## src/shared/dps_pkg.sv

```systemverilog
// Shared constants and carrier types of the reference switch and loop control
package dps_pkg;
  localparam int AW = 8;
  localparam int NREF = 3;
  localparam int PRIO_W = 4;
  localparam int FW = 40;
  localparam int GPIO_N = 4;
  localparam int CLK_HZ = 10_000_000;

  // Register byte offsets
  localparam logic [AW-1:0] OFF_REF_SEL_CTRL = 8'h00;
  localparam logic [AW-1:0] OFF_INPUT_PRIORITY = 8'h04;
  localparam logic [AW-1:0] OFF_MISC_CTRL_TWO = 8'h08;
  localparam logic [AW-1:0] OFF_PRIORITY_TABLE_TOP = 8'h0C;
  localparam logic [AW-1:0] OFF_LOOP_CTRL = 8'h10;
  localparam logic [AW-1:0] OFF_LOOP_STATE_STATUS = 8'h14;
  localparam logic [AW-1:0] OFF_LOOP_STATUS_TWO = 8'h18;
  localparam logic [AW-1:0] OFF_INPUT_STATUS = 8'h1C;
  localparam logic [AW-1:0] OFF_LOCK_TIMEOUT = 8'h20;
  localparam logic [AW-1:0] OFF_FREQ_REPORT_LO = 8'h24;
  localparam logic [AW-1:0] OFF_FREQ_REPORT_HI = 8'h28;
  localparam logic [AW-1:0] OFF_PHASE_REPORT = 8'h2C;
  localparam logic [AW-1:0] OFF_NCO_WORD_LO = 8'h30;
  localparam logic [AW-1:0] OFF_NCO_WORD_HI = 8'h34;
  localparam logic [AW-1:0] OFF_NCO_NOMINAL_LO = 8'h38;
  localparam logic [AW-1:0] OFF_NCO_NOMINAL_HI = 8'h3C;

  // Field positions
  localparam int B_PIN_SWITCH_EN = 0;
  localparam int B_RETURN_HIGHER = 1;
  localparam int B_SEL_REF = 0;
  localparam int B_TOP_REF = 4;
  localparam int B_MODE = 0;
  localparam int B_OL_SEL = 4;
  localparam int B_RANGE_LIMIT_FLAG_LOL_EN = 5;
  localparam int B_RANGE = 16;
  localparam int RANGE_W = 10;
  localparam int B_TRACKING = 0;
  localparam int B_LOL = 1;
  localparam int B_KEEP = 2;
  localparam int B_RANGE_LIMIT_FLAG = 0;
  localparam int B_LOCK_TIMEOUT_FLAG = 0;
  localparam int B_VALID = 4;
  localparam int TO_W = 24;

  // Reset values and limits
  localparam logic [3*PRIO_W-1:0] PRIO_RST = 12'h321;
  localparam logic [RANGE_W-1:0] RANGE_MIN = 10'h001;
  localparam logic [RANGE_W-1:0] RANGE_MAX = 10'h3E8;
  localparam logic [RANGE_W-1:0] RANGE_RST = 10'h3E8;
  localparam logic [TO_W-1:0] TIMEOUT_RST = 24'h000000;
  // Frequency report LSB is 0.001 ppb
  localparam logic [FW-1:0] FREQ_LSB_PER_PPM = 40'h00000F4240;

  typedef enum logic [1:0] {
    DPS_REF_A = 2'h0,
    DPS_REF_B = 2'h1,
    DPS_REF_C = 2'h2
  } dps_ref_e;

  typedef enum logic [1:0] {
    DPS_MODE_AUTO = 2'h0,
    DPS_MODE_FORCE_OPEN = 2'h1,
    DPS_MODE_NCO = 2'h2
  } dps_mode_e;

  typedef struct packed {
    logic cyc;
    logic stb;
    logic we;
    logic [3:0] sel;
    logic [AW-1:0] adr;
    logic [31:0] dat;
  } dps_wb_req_s;

  typedef struct packed {
    logic [NREF-1:0] ref_valid;
    logic phase_locked;
    logic signed [FW-1:0] freq_offset;
    logic [31:0] phase;
  } dps_loop_in_s;

  typedef struct packed {
    logic [1:0] selected_ref;
    logic loop_closed;
    logic digital_keep;
    logic nco_active;
    logic [FW-1:0] nco_word;
  } dps_loop_out_s;
endpackage

```

## src/verilog/dps_ctrl.sv

```systemverilog
// Reference switching, loop state, reporting and NCO control
`timescale 1ns/1ps
module dps_ctrl #(
  parameter int GPIO_N = dps_pkg::GPIO_N,
  // Arbitrary neutral nominal word
  parameter logic [dps_pkg::FW-1:0] NCO_NOMINAL = 40'h8000000000
) (
  input wire logic clk,
  input wire logic reset,
  input wire dps_pkg::dps_wb_req_s wb_req,
  output logic [31:0] wb_dat_o,
  output logic wb_ack_o,
  input wire logic [GPIO_N-1:0] gpio_in,
  input wire dps_pkg::dps_loop_in_s loop_in,
  output dps_pkg::dps_loop_out_s loop_out
);
  localparam int FW = dps_pkg::FW;
  localparam int PW = dps_pkg::NREF * dps_pkg::PRIO_W;
  localparam int SW = $clog2(GPIO_N);

  typedef struct packed {
    logic ack;
    logic [31:0] rdata;
    logic pin_en;
    logic return_to_higher_en;
    logic [PW-1:0] prio;
    logic [SW-1:0] pin_sel;
    logic [1:0] mode;
    logic ol_sel;
    logic range_limit_flag_lol_en;
    logic [dps_pkg::RANGE_W-1:0] range_ppm;
    logic [1:0] sel_ref;
    logic [1:0] top_ref;
    logic tracking;
    logic loss_of_lock_flag;
    logic keep;
    logic range_limit_flag;
    logic ever_locked;
    logic [dps_pkg::NREF-1:0] lock_timeout_flag;
    logic [dps_pkg::TO_W-1:0] to_limit;
    logic [dps_pkg::TO_W-1:0] to_cnt;
    logic [FW-1:0] freq_rep;
    logic [31:0] phase_rep;
    logic [FW-1:0] nco_word;
    logic [FW-1:0] nco_out;
  } dps_state_s;

  localparam dps_state_s ST_RST = '{
    prio: dps_pkg::PRIO_RST,
    range_ppm: dps_pkg::RANGE_RST,
    to_limit: dps_pkg::TIMEOUT_RST,
    loss_of_lock_flag: 1'b1,
    nco_word: NCO_NOMINAL,
    nco_out: NCO_NOMINAL,
    default: '0
  };

  dps_state_s st_ff;
  dps_state_s nxt_st;
  logic pin_level;
  logic [1:0] pick_top;
  logic pick_any;
  logic [dps_pkg::NREF-1:0] eff_valid;

  function automatic logic [31:0] lanes(input logic [31:0] old,
                                        input logic [31:0] wr,
                                        input logic [3:0] sel);
    logic [31:0] r;
    r = old;
    for (int b = 0; b < 4; b++) begin
      if (sel[b]) begin
        r[b*8 +: 8] = wr[b*8 +: 8];
      end
    end
    return r;
  endfunction

  function automatic logic [dps_pkg::RANGE_W-1:0] clamp_range(
      input logic [dps_pkg::RANGE_W-1:0] v);
    if (v < dps_pkg::RANGE_MIN) begin
      return dps_pkg::RANGE_MIN;
    end else if (v > dps_pkg::RANGE_MAX) begin
      return dps_pkg::RANGE_MAX;
    end
    return v;
  endfunction

  function automatic logic [dps_pkg::PRIO_W-1:0] prio_of(
      input logic [PW-1:0] p,
      input logic [1:0] idx);
    return p[idx*dps_pkg::PRIO_W +: dps_pkg::PRIO_W];
  endfunction

  dps_pin_sync #(
    .GPIO_N(GPIO_N)
  ) u_pin (
    .clk(clk),
    .reset(reset),
    .gpio_in(gpio_in),
    .switch_pin_sel(st_ff.pin_sel),
    .level(pin_level)
  );

  // Timed-out inputs drop out of automatic selection
  assign eff_valid = loop_in.ref_valid & ~st_ff.lock_timeout_flag;

  dps_ref_pick u_pick (
    .prio(st_ff.prio),
    .valid(eff_valid),
    .top(pick_top),
    .any(pick_any)
  );

  ////////////////////////////////////////////////////////////////////////
  // Next-state logic
  always_comb begin
    logic req;
    logic wr;
    logic [31:0] cur;
    logic [31:0] w;
    logic open_loop;
    logic [FW-1:0] abs_f;
    logic [FW-1:0] lim;
    logic [dps_pkg::NREF-1:0] lk_set;
    logic [dps_pkg::NREF-1:0] lk_clr;
    req = 1'b0;
    wr = 1'b0;
    cur = '0;
    w = '0;
    open_loop = 1'b0;
    abs_f = '0;
    lim = '0;
    lk_set = '0;
    lk_clr = '0;
    nxt_st = st_ff;

    // Bus slave: answer one cycle after the request
    req = wb_req.cyc && wb_req.stb && !st_ff.ack;
    wr = req && wb_req.we;
    nxt_st.ack = req;
    case (wb_req.adr)
      dps_pkg::OFF_REF_SEL_CTRL: begin
        cur[dps_pkg::B_PIN_SWITCH_EN] = st_ff.pin_en;
        cur[dps_pkg::B_RETURN_HIGHER] = st_ff.return_to_higher_en;
      end
      dps_pkg::OFF_INPUT_PRIORITY: cur[PW-1:0] = st_ff.prio;
      dps_pkg::OFF_MISC_CTRL_TWO: cur[SW-1:0] = st_ff.pin_sel;
      dps_pkg::OFF_PRIORITY_TABLE_TOP: begin
        cur[dps_pkg::B_SEL_REF +: 2] = st_ff.sel_ref;
        cur[dps_pkg::B_TOP_REF +: 2] = st_ff.top_ref;
      end
      dps_pkg::OFF_LOOP_CTRL: begin
        cur[dps_pkg::B_MODE +: 2] = st_ff.mode;
        cur[dps_pkg::B_OL_SEL] = st_ff.ol_sel;
        cur[dps_pkg::B_RANGE_LIMIT_FLAG_LOL_EN] = st_ff.range_limit_flag_lol_en;
        cur[dps_pkg::B_RANGE +: dps_pkg::RANGE_W] = st_ff.range_ppm;
      end
      dps_pkg::OFF_LOOP_STATE_STATUS: begin
        cur[dps_pkg::B_TRACKING] = st_ff.tracking;
        cur[dps_pkg::B_LOL] = st_ff.loss_of_lock_flag;
        cur[dps_pkg::B_KEEP] = st_ff.keep;
      end
      dps_pkg::OFF_LOOP_STATUS_TWO: cur[dps_pkg::B_RANGE_LIMIT_FLAG] = st_ff.range_limit_flag;
      dps_pkg::OFF_INPUT_STATUS: begin
        cur[dps_pkg::B_LOCK_TIMEOUT_FLAG +: dps_pkg::NREF] = st_ff.lock_timeout_flag;
        cur[dps_pkg::B_VALID +: dps_pkg::NREF] = eff_valid;
      end
      dps_pkg::OFF_LOCK_TIMEOUT: cur[dps_pkg::TO_W-1:0] = st_ff.to_limit;
      dps_pkg::OFF_FREQ_REPORT_LO: cur = st_ff.freq_rep[31:0];
      dps_pkg::OFF_FREQ_REPORT_HI: cur[FW-33:0] = st_ff.freq_rep[FW-1:32];
      dps_pkg::OFF_PHASE_REPORT: cur = st_ff.phase_rep;
      dps_pkg::OFF_NCO_WORD_LO: cur = st_ff.nco_word[31:0];
      dps_pkg::OFF_NCO_WORD_HI: cur[FW-33:0] = st_ff.nco_word[FW-1:32];
      dps_pkg::OFF_NCO_NOMINAL_LO: cur = NCO_NOMINAL[31:0];
      dps_pkg::OFF_NCO_NOMINAL_HI: cur[FW-33:0] = NCO_NOMINAL[FW-1:32];
      default: cur = '0;
    endcase
    nxt_st.rdata = req ? cur : '0;
    w = lanes(cur, wb_req.dat, wb_req.sel);

    if (wr) begin
      case (wb_req.adr)
        dps_pkg::OFF_REF_SEL_CTRL: begin
          nxt_st.pin_en = w[dps_pkg::B_PIN_SWITCH_EN];
          nxt_st.return_to_higher_en = w[dps_pkg::B_RETURN_HIGHER];
        end
        dps_pkg::OFF_INPUT_PRIORITY: nxt_st.prio = w[PW-1:0];
        dps_pkg::OFF_MISC_CTRL_TWO: nxt_st.pin_sel = w[SW-1:0];
        dps_pkg::OFF_LOOP_CTRL: begin
          nxt_st.mode = w[dps_pkg::B_MODE +: 2];
          nxt_st.ol_sel = w[dps_pkg::B_OL_SEL];
          nxt_st.range_limit_flag_lol_en = w[dps_pkg::B_RANGE_LIMIT_FLAG_LOL_EN];
          nxt_st.range_ppm = clamp_range(
              w[dps_pkg::B_RANGE +: dps_pkg::RANGE_W]);
        end
        dps_pkg::OFF_INPUT_STATUS:
          lk_clr = wb_req.dat[dps_pkg::B_LOCK_TIMEOUT_FLAG +: dps_pkg::NREF];
        dps_pkg::OFF_LOCK_TIMEOUT:
          nxt_st.to_limit = w[dps_pkg::TO_W-1:0];
        dps_pkg::OFF_NCO_WORD_LO: nxt_st.nco_word[31:0] = w;
        dps_pkg::OFF_NCO_WORD_HI:
          nxt_st.nco_word[FW-1:32] = w[FW-33:0];
        default: nxt_st.ack = req;
      endcase
    end

    ////////////////////////////////////////////////////////////////////
    // Reference selection
    nxt_st.top_ref = pick_top;
    if (st_ff.pin_en) begin
      if (pin_level) begin
        nxt_st.sel_ref = (prio_of(st_ff.prio, dps_pkg::DPS_REF_A) != '0) ?
                         dps_pkg::DPS_REF_A : dps_pkg::DPS_REF_C;
      end else begin
        nxt_st.sel_ref = dps_pkg::DPS_REF_B;
      end
    end else if (pick_any &&
                 (st_ff.return_to_higher_en || !eff_valid[st_ff.sel_ref] ||
                  prio_of(st_ff.prio, st_ff.sel_ref) == '0)) begin
      nxt_st.sel_ref = pick_top;
    end

    ////////////////////////////////////////////////////////////////////
    // Loop state
    open_loop = (st_ff.mode != dps_pkg::DPS_MODE_AUTO) ||
                !pick_any;
    nxt_st.tracking = !open_loop;
    nxt_st.keep = open_loop && st_ff.ol_sel && st_ff.ever_locked &&
                  (st_ff.mode != dps_pkg::DPS_MODE_NCO);
    if (!st_ff.loss_of_lock_flag && st_ff.tracking) begin
      nxt_st.ever_locked = 1'b1;
    end

    abs_f = loop_in.freq_offset[FW-1] ? FW'(-loop_in.freq_offset) :
            FW'(loop_in.freq_offset);
    lim = FW'({{(FW-dps_pkg::RANGE_W){1'b0}}, st_ff.range_ppm} *
              dps_pkg::FREQ_LSB_PER_PPM);
    nxt_st.range_limit_flag = !open_loop && (abs_f >= lim);
    nxt_st.loss_of_lock_flag = open_loop || !loop_in.phase_locked ||
                 (st_ff.range_limit_flag_lol_en && st_ff.range_limit_flag);

    // Lock timeout counts tracking-but-unlocked cycles
    if (!st_ff.tracking || !st_ff.loss_of_lock_flag || st_ff.to_limit == '0 ||
        nxt_st.sel_ref != st_ff.sel_ref) begin
      nxt_st.to_cnt = '0;
    end else if (st_ff.to_cnt == st_ff.to_limit - 1'b1) begin
      nxt_st.to_cnt = '0;
      lk_set[st_ff.sel_ref] = 1'b1;
    end else begin
      nxt_st.to_cnt = st_ff.to_cnt + 1'b1;
    end
    nxt_st.lock_timeout_flag = (st_ff.lock_timeout_flag & ~lk_clr) | lk_set;

    ////////////////////////////////////////////////////////////////////
    // Reports and oscillator word
    nxt_st.freq_rep = loop_in.freq_offset;
    nxt_st.phase_rep = loop_in.phase;
    if (st_ff.mode == dps_pkg::DPS_MODE_NCO) begin
      nxt_st.nco_out = st_ff.nco_word;
    end else if (nxt_st.keep) begin
      nxt_st.nco_out = st_ff.nco_out;
    end else if (open_loop) begin
      nxt_st.nco_out = NCO_NOMINAL;
    end else begin
      nxt_st.nco_out = st_ff.nco_out;
    end
  end

  always_ff @(posedge clk) begin
    if (reset) begin
      st_ff <= ST_RST;
    end else begin
      st_ff <= nxt_st;
    end
  end

  assign wb_dat_o = st_ff.rdata;
  assign wb_ack_o = st_ff.ack;
  assign loop_out.selected_ref = st_ff.sel_ref;
  assign loop_out.loop_closed = st_ff.tracking;
  assign loop_out.digital_keep = st_ff.keep;
  assign loop_out.nco_active = (st_ff.mode == dps_pkg::DPS_MODE_NCO);
  assign loop_out.nco_word = st_ff.nco_out;
endmodule

```

## src/verilog/dps_pin_sync.sv

```systemverilog
// Switch pin selection and two-stage synchroniser
`timescale 1ns/1ps
module dps_pin_sync #(
  parameter int GPIO_N = dps_pkg::GPIO_N
) (
  input wire logic clk,
  input wire logic reset,
  input wire logic [GPIO_N-1:0] gpio_in,
  input wire logic [$clog2(GPIO_N)-1:0] switch_pin_sel,
  output logic level
);
  typedef struct packed {
    logic meta;
    logic sync;
  } dps_sync_s;

  dps_sync_s st_ff;
  dps_sync_s nxt_st;

  always_comb begin
    nxt_st.meta = gpio_in[switch_pin_sel];
    nxt_st.sync = st_ff.meta;
  end

  always_ff @(posedge clk) begin
    if (reset) begin
      st_ff <= '0;
    end else begin
      st_ff <= nxt_st;
    end
  end

  assign level = st_ff.sync;
endmodule

```

## src/verilog/dps_ref_pick.sv

```systemverilog
// Highest-priority valid reference finder
`timescale 1ns/1ps
module dps_ref_pick #(
  parameter int NREF = dps_pkg::NREF,
  parameter int PRIO_W = dps_pkg::PRIO_W
) (
  input wire logic [NREF*PRIO_W-1:0] prio,
  input wire logic [NREF-1:0] valid,
  output logic [1:0] top,
  output logic any
);
  logic [PRIO_W-1:0] best;

  // Lowest nonzero value wins; ties go to the lower index
  always_comb begin
    top = 2'h0;
    any = 1'b0;
    best = '1;
    for (int i = 0; i < NREF; i++) begin
      if (valid[i] && prio[i*PRIO_W +: PRIO_W] != '0 &&
          (!any || prio[i*PRIO_W +: PRIO_W] < best)) begin
        best = prio[i*PRIO_W +: PRIO_W];
        top = 2'(i);
        any = 1'b1;
      end
    end
  end
endmodule

```

## config.mk

```make
export PLATFORM = sky130hd
export DESIGN_NAME = dps_ctrl
export DESIGN_NICKNAME = d
export VERILOG_FILES = /design/src/shared/dps_pkg.sv /design/src/verilog/dps_ctrl.sv /design/src/verilog/dps_pin_sync.sv /design/src/verilog/dps_ref_pick.sv
export SDC_FILE = /design/constraint.sdc
export NUM_CORES = 1
export LEC_CHECK = 0
export ABC_CLOCK_PERIOD_IN_PS = 7010
export BUFFER_PORTS_ARGS = -buffer_cell sky130_fd_sc_hd__buf_2
export CORE_MARGIN = 2
export CORE_UTILIZATION = 43
export CTS_CLUSTER_SIZE = 20
export DETAILED_ROUTE_END_ITERATION = 7
export GPL_ROUTABILITY_DRIVEN = 0
export SKIP_CTS_REPAIR_TIMING = 1
export SYNTH_ARGS = -nofsm -noshare
export SYNTH_HDL_FRONTEND = slang
export SYNTH_SLANG_ARGS = --single-unit
```

## constraint.sdc

```tcl
create_clock -name clk -period 7.01 [get_ports clk]
set_input_delay 0.3505 -clock clk [delete_from_list [all_inputs] [get_ports clk]]
set_output_delay 0.3505 -clock clk [all_outputs]
set_load 0.03 [all_outputs]
```

# Yosys cells after proc, flatten, opt, wreduce, memory -nomap -nowiden
# Cells that the tools add are included.
# W data, S select, Z words.
# word_totals
ff_bits	277
# classes
n_addsub	3
n_mul	1
order_cmp	8
n_eq_ne	19
shift	1
n_mux	48
bitwise_logic	6
reduce_logical	53
# ops
operator	count
$mux W40	4
$eq A8 B6 Y1 const B	7
$ge A40 B30 Y1	1
$neg A40 Y40	1
$pmux W8 S5	1
$eq A8 B5 Y1 const B	4
$mux W8	4
$mux W10	3
$add A24 B1 Y24 const B	1
$eq A24 B24 Y1	1
$logic_not A24 Y1	1
$mul A10 B14 Y24 const B	1
$sub A24 B1 Y24 const B	1
$pmux W2 S10	1
$pmux W4 S5	1
$pmux W6 S3	1
$eq A8 B4 Y1 const B	2
$logic_and A1 B1 Y1	16
$pmux W1 S8	2
$pmux W4 S4	1
$reduce_and A2 Y1	8
$pmux W1 S14	1
$pmux W1 S13	1
$mux W3	4
other kinds (30)	71

# Depth between registers and ports, before layout
# depth
ltp_word	19
depth_mapped	27
mapped_depth_nobuf	27

# Hierarchy
# From an unflattened synthesis, not the netlist that was laid out.
# hier_totals
hier_cells	1924
area_unflattened_um2	16518.3
# by_module_without_submodules
module	instances	cells_each	area_per_inst_um2	seq_area_each_um2
dps_ctrl	1	1882	16099.2	5505.3
dps_ref_pick	1	37	336.6	0.0
dps_pin_sync	1	5	82.6	40.0

# Worst setup path before layout
# No wires, ideal clock.
# synth_timing
path_type	reg-to-reg
start	register st_ff[213] in the netlist's numbering
end	register st_ff[204] in the netlist's numbering
arrival_ns	5.788
t_required_ns	6.890
setup_slack_ns	1.102
path_stages_with_launch	25
cell_sequence	dfxtp_1 fa_1 ha_1 fa_1 inv_1 fa_1 fa_1 inv_1 ha_1 nand2_1 or3_1 a31oi_1 a41o_1 nor2_1 xor2_1 ha_1 a21o_1 a21o_1 a21oi_1 o21ai_0 a21o_1 a211oi_1 nand3_1 a211o_1 o31a_1
# synth_between
elab_chain_cells	3
# synth_lines
item	line_no	text
from (decl)	dps_ctrl.sv:58	dps_state_s st_ff;
from (signal assigned)	dps_ctrl.sv:273	st_ff <= nxt_st;
$mul A10 B14 Y24	dps_ctrl.sv:236	lim = FW'({{(FW-dps_pkg::RANGE_W){1'b0}}, st_ff.range_ppm} *
$ge A40 B30 Y1	dps_ctrl.sv:238	nxt_st.range_limit_flag = !open_loop && (abs_f >= lim);
$logic_and A1 B1 Y1	dps_ctrl.sv:238	
# Every way passes these cells.
# A chain may end at the register's enable or synchronous reset.

# Worst setup path after layout
# Ends and elaborated chain as after synthesis.

==> out/qor.yml <==
dpl.cell_count: 2390
critPathRequiredTime_ps: 7470
port_buffers: 206
final_util: 0.490
violations: "hold timing"
syn_nets: 2132
ios: 207
worst-slew-pin-transition_ps: 1310
most-common-layout-cells: "dfxtp_1, nor2_1, buf_2"
ys_seq_area_frac: 0.352
postPlaceCellArea_um2: 16600
antenna_left: 0
arrival_ps: 6870
endpoint_kind: "register"
critPathMaxFanout: 8
start_util: 0.433
fin_worst_skew_ps: 10.5
nets: 2225
fin_hold_ws_ps: -17.7
dp_hpwl_mm: 39.1
syn2layout_area_growth_pct: 13.0
grt-ovfl-total: 0
synth_cells: 1872
hp-class: "in -> reg"
core_area_um2: 36300
fin_cells: 2457
ys_seq_elements: 277
ctsRootBufferMaster: "clkbuf_16"
cts.sinks: 277
antenna_found_initial: 1
clockBufferDepth: 3
syn-mean-instance-area_um2: 8.41
grtUsageTotal: 0.261
maxCapViolCount: 0
synthArstFlopShare: 0
crit_type: "reg -> reg"
die_area_um2: 38200
clock.fmax_ghz: 0.156
netlist_area_um2: 15700
setup_tns_ps: 0
irDropWorstVdd_v: 0.000156
finalSetupViolCount: 0
synth_edf_count: 0
cts_made_buffers: 31
setup_slack_ps: 605
slew_violations: 0
finalCritPeriodShare: 0.914
clk_latency_ps: 580
power_density_nw_per_um2: 204
grt_max_degree: 176
grt_pass1_vias: 13400
power_mw: 3.64
hold_viol: 4
synth_cell_types: 70
status: "finished, violations left"
period_minus_slack_ps: 6410
h-tree-depth: 1
clkTransAtPathRegs_ps: 60
design_area_um2: 17800
preCtsSetupSlack_ps: 657
via_per_inst: 5.72
max-slew-margin-rel: 0.119
drt_iter0_markers: 1175
cts_tree: "built"
ys_warn_count: 0
rows: 70
firstDrtPassIters: 6
n_fill_cell: 3524
grt_first_pass_wirelength_mm: 77.7
synthFlopType: "dfxtp_1"
drc: 0
drive_gt1_frac: 0.158
num_vias: 14100
rsz0062_at_grt: "false"
wirelength_mm: 51.3
cp-start-kind: "register"
fp.dieH_um: 195
die_w_um: 195
final_common_cell: "dfxtp_1"
avgRoutedWirePerCell_um: 20.9
p_leak_nw: 7.48
## layer usage
metal / wire (µm) / GRT usage / share of wire
met1: 21800 / 0.338 / 0.42
met4: 2250 / 0.111 / 0.044
met2: 24300 / 0.446 / 0.47
met5: 0 / 0 / 0
met3: 3010 / 0.0254 / 0.059
## registers in the layout (all words and copies together) (netlist names)
| name | cells |
|---|---|
| loop_out | 44 |
| st_ff | 198 |
| u_pin.level | 1 |
| u_pin.nxt_st | 1 |
| wb_ack_o | 1 |
| wb_dat_o | 32 |
## path summary, 6_finish.rpt
kind | startpoint | endpoint | slack (ps) | depth (start not counted)
worst min-delay path | loop_in[0] | st_ff[80] | -20 | 2
worst max register to register | st_ff[213] | st_ff[204] | 600 | 24
worst max-delay path | st_ff[213] | st_ff[204] | 600 | 24
worst min register to register | u_pin.nxt_st[0] | u_pin.level | 470 | 1
## final cells by class
class / instances / area, µm² / area share
inverter: 74 / 278 / 0.0156
timing repair buffer: 236 / 1300 / 0.0730
sequential: 277 / 5550 / 0.312
clock buffer: 41 / 893 / 0.0502
clock inverter: 14 / 188 / 0.0105
multi-input combinational: 1345 / 9010 / 0.506
tap: 468 / 586 / 0.0329
antenna: 2 / 5.00 / 0.000281
## worst max-delay path, cell delays in order, from the launching register on
cell and delay (ps):
dfxtp_1 560, fa_1 500, ha_1 330, fa_1 500
inv_1 60, fa_1 500, fa_1 520, inv_1 40
ha_1 350, nand2_1 60, or3_1 300, a31oi_1 230
a41o_1 230, nor2_1 50, xor2_1 140, ha_1 300
a21o_1 190, a21o_1 170, a21oi_1 120, o21ai_0 100
a21o_1 180, a211oi_1 240, nand3_1 100, a211o_1 240
o31a_1 290
## synth_stat cells, types with 6 or more instances
cell type | count | area share
a211o_1 | 11 | 0.0061
a211oi_1 | 13 | 0.0062
a21o_1 | 12 | 0.0057
a21oi_1 | 112 | 0.036
a221o_1 | 7 | 0.0044
a221oi_1 | 10 | 0.0056
a222oi_1 | 11 | 0.0070
a22o_1 | 10 | 0.0056
a22oi_1 | 80 | 0.038
a31oi_1 | 10 | 0.0040
and2_1 | 11 | 0.0044
and3_1 | 25 | 0.0099
buf_4 | 76 | 0.036
clkbuf_1 | 95 | 0.023
dfxtp_1 | 277 | 0.35
fa_1 | 25 | 0.032
ha_1 | 106 | 0.084
inv_1 | 74 | 0.018
mux2_2 | 10 | 0.0072
mux2i_1 | 12 | 0.0076
nand2_1 | 157 | 0.037
nand2b_1 | 21 | 0.0083
nand3_1 | 40 | 0.013
nand3b_1 | 9 | 0.0043
nand4_1 | 17 | 0.0068
nor2_1 | 230 | 0.055
nor2b_1 | 81 | 0.032
nor3_1 | 44 | 0.014
nor4_1 | 15 | 0.0060
nor4b_1 | 7 | 0.0039
o21a_1 | 10 | 0.0048
o21ai_0 | 55 | 0.017
o31a_1 | 6 | 0.0033
o31ai_1 | 8 | 0.0038
or2_2 | 8 | 0.0032
or3_1 | 16 | 0.0064
or4_1 | 10 | 0.0048
xnor2_1 | 55 | 0.031
xor2_1 | 36 | 0.020
## kinds of logic after synthesis
kind of cell,Yosys count,share of synthesized area
flip-flops,277,0.352
AND/OR/NAND/NOR,714,0.223
XOR/XNOR,91,0.0506
AO/OA/AOI/OAI,386,0.164
buffers and inverters,250,0.0779
multiplexers,23,0.0162
adder cells (fa/ha/maj),131,0.116
## report_power, final
| part | total [mW] | internal, mW | switching [mW] |
|---|---|---|---|
| combinational | 0.301 | 0.111 | 0.190 |
| clock | 1.71 | 1.04 | 0.676 |
| sequential | 1.62 | 1.60 | 0.0220 |
| total | 3.64 | 2.75 | 0.888 |
Power figures use the tool's default switching activity.
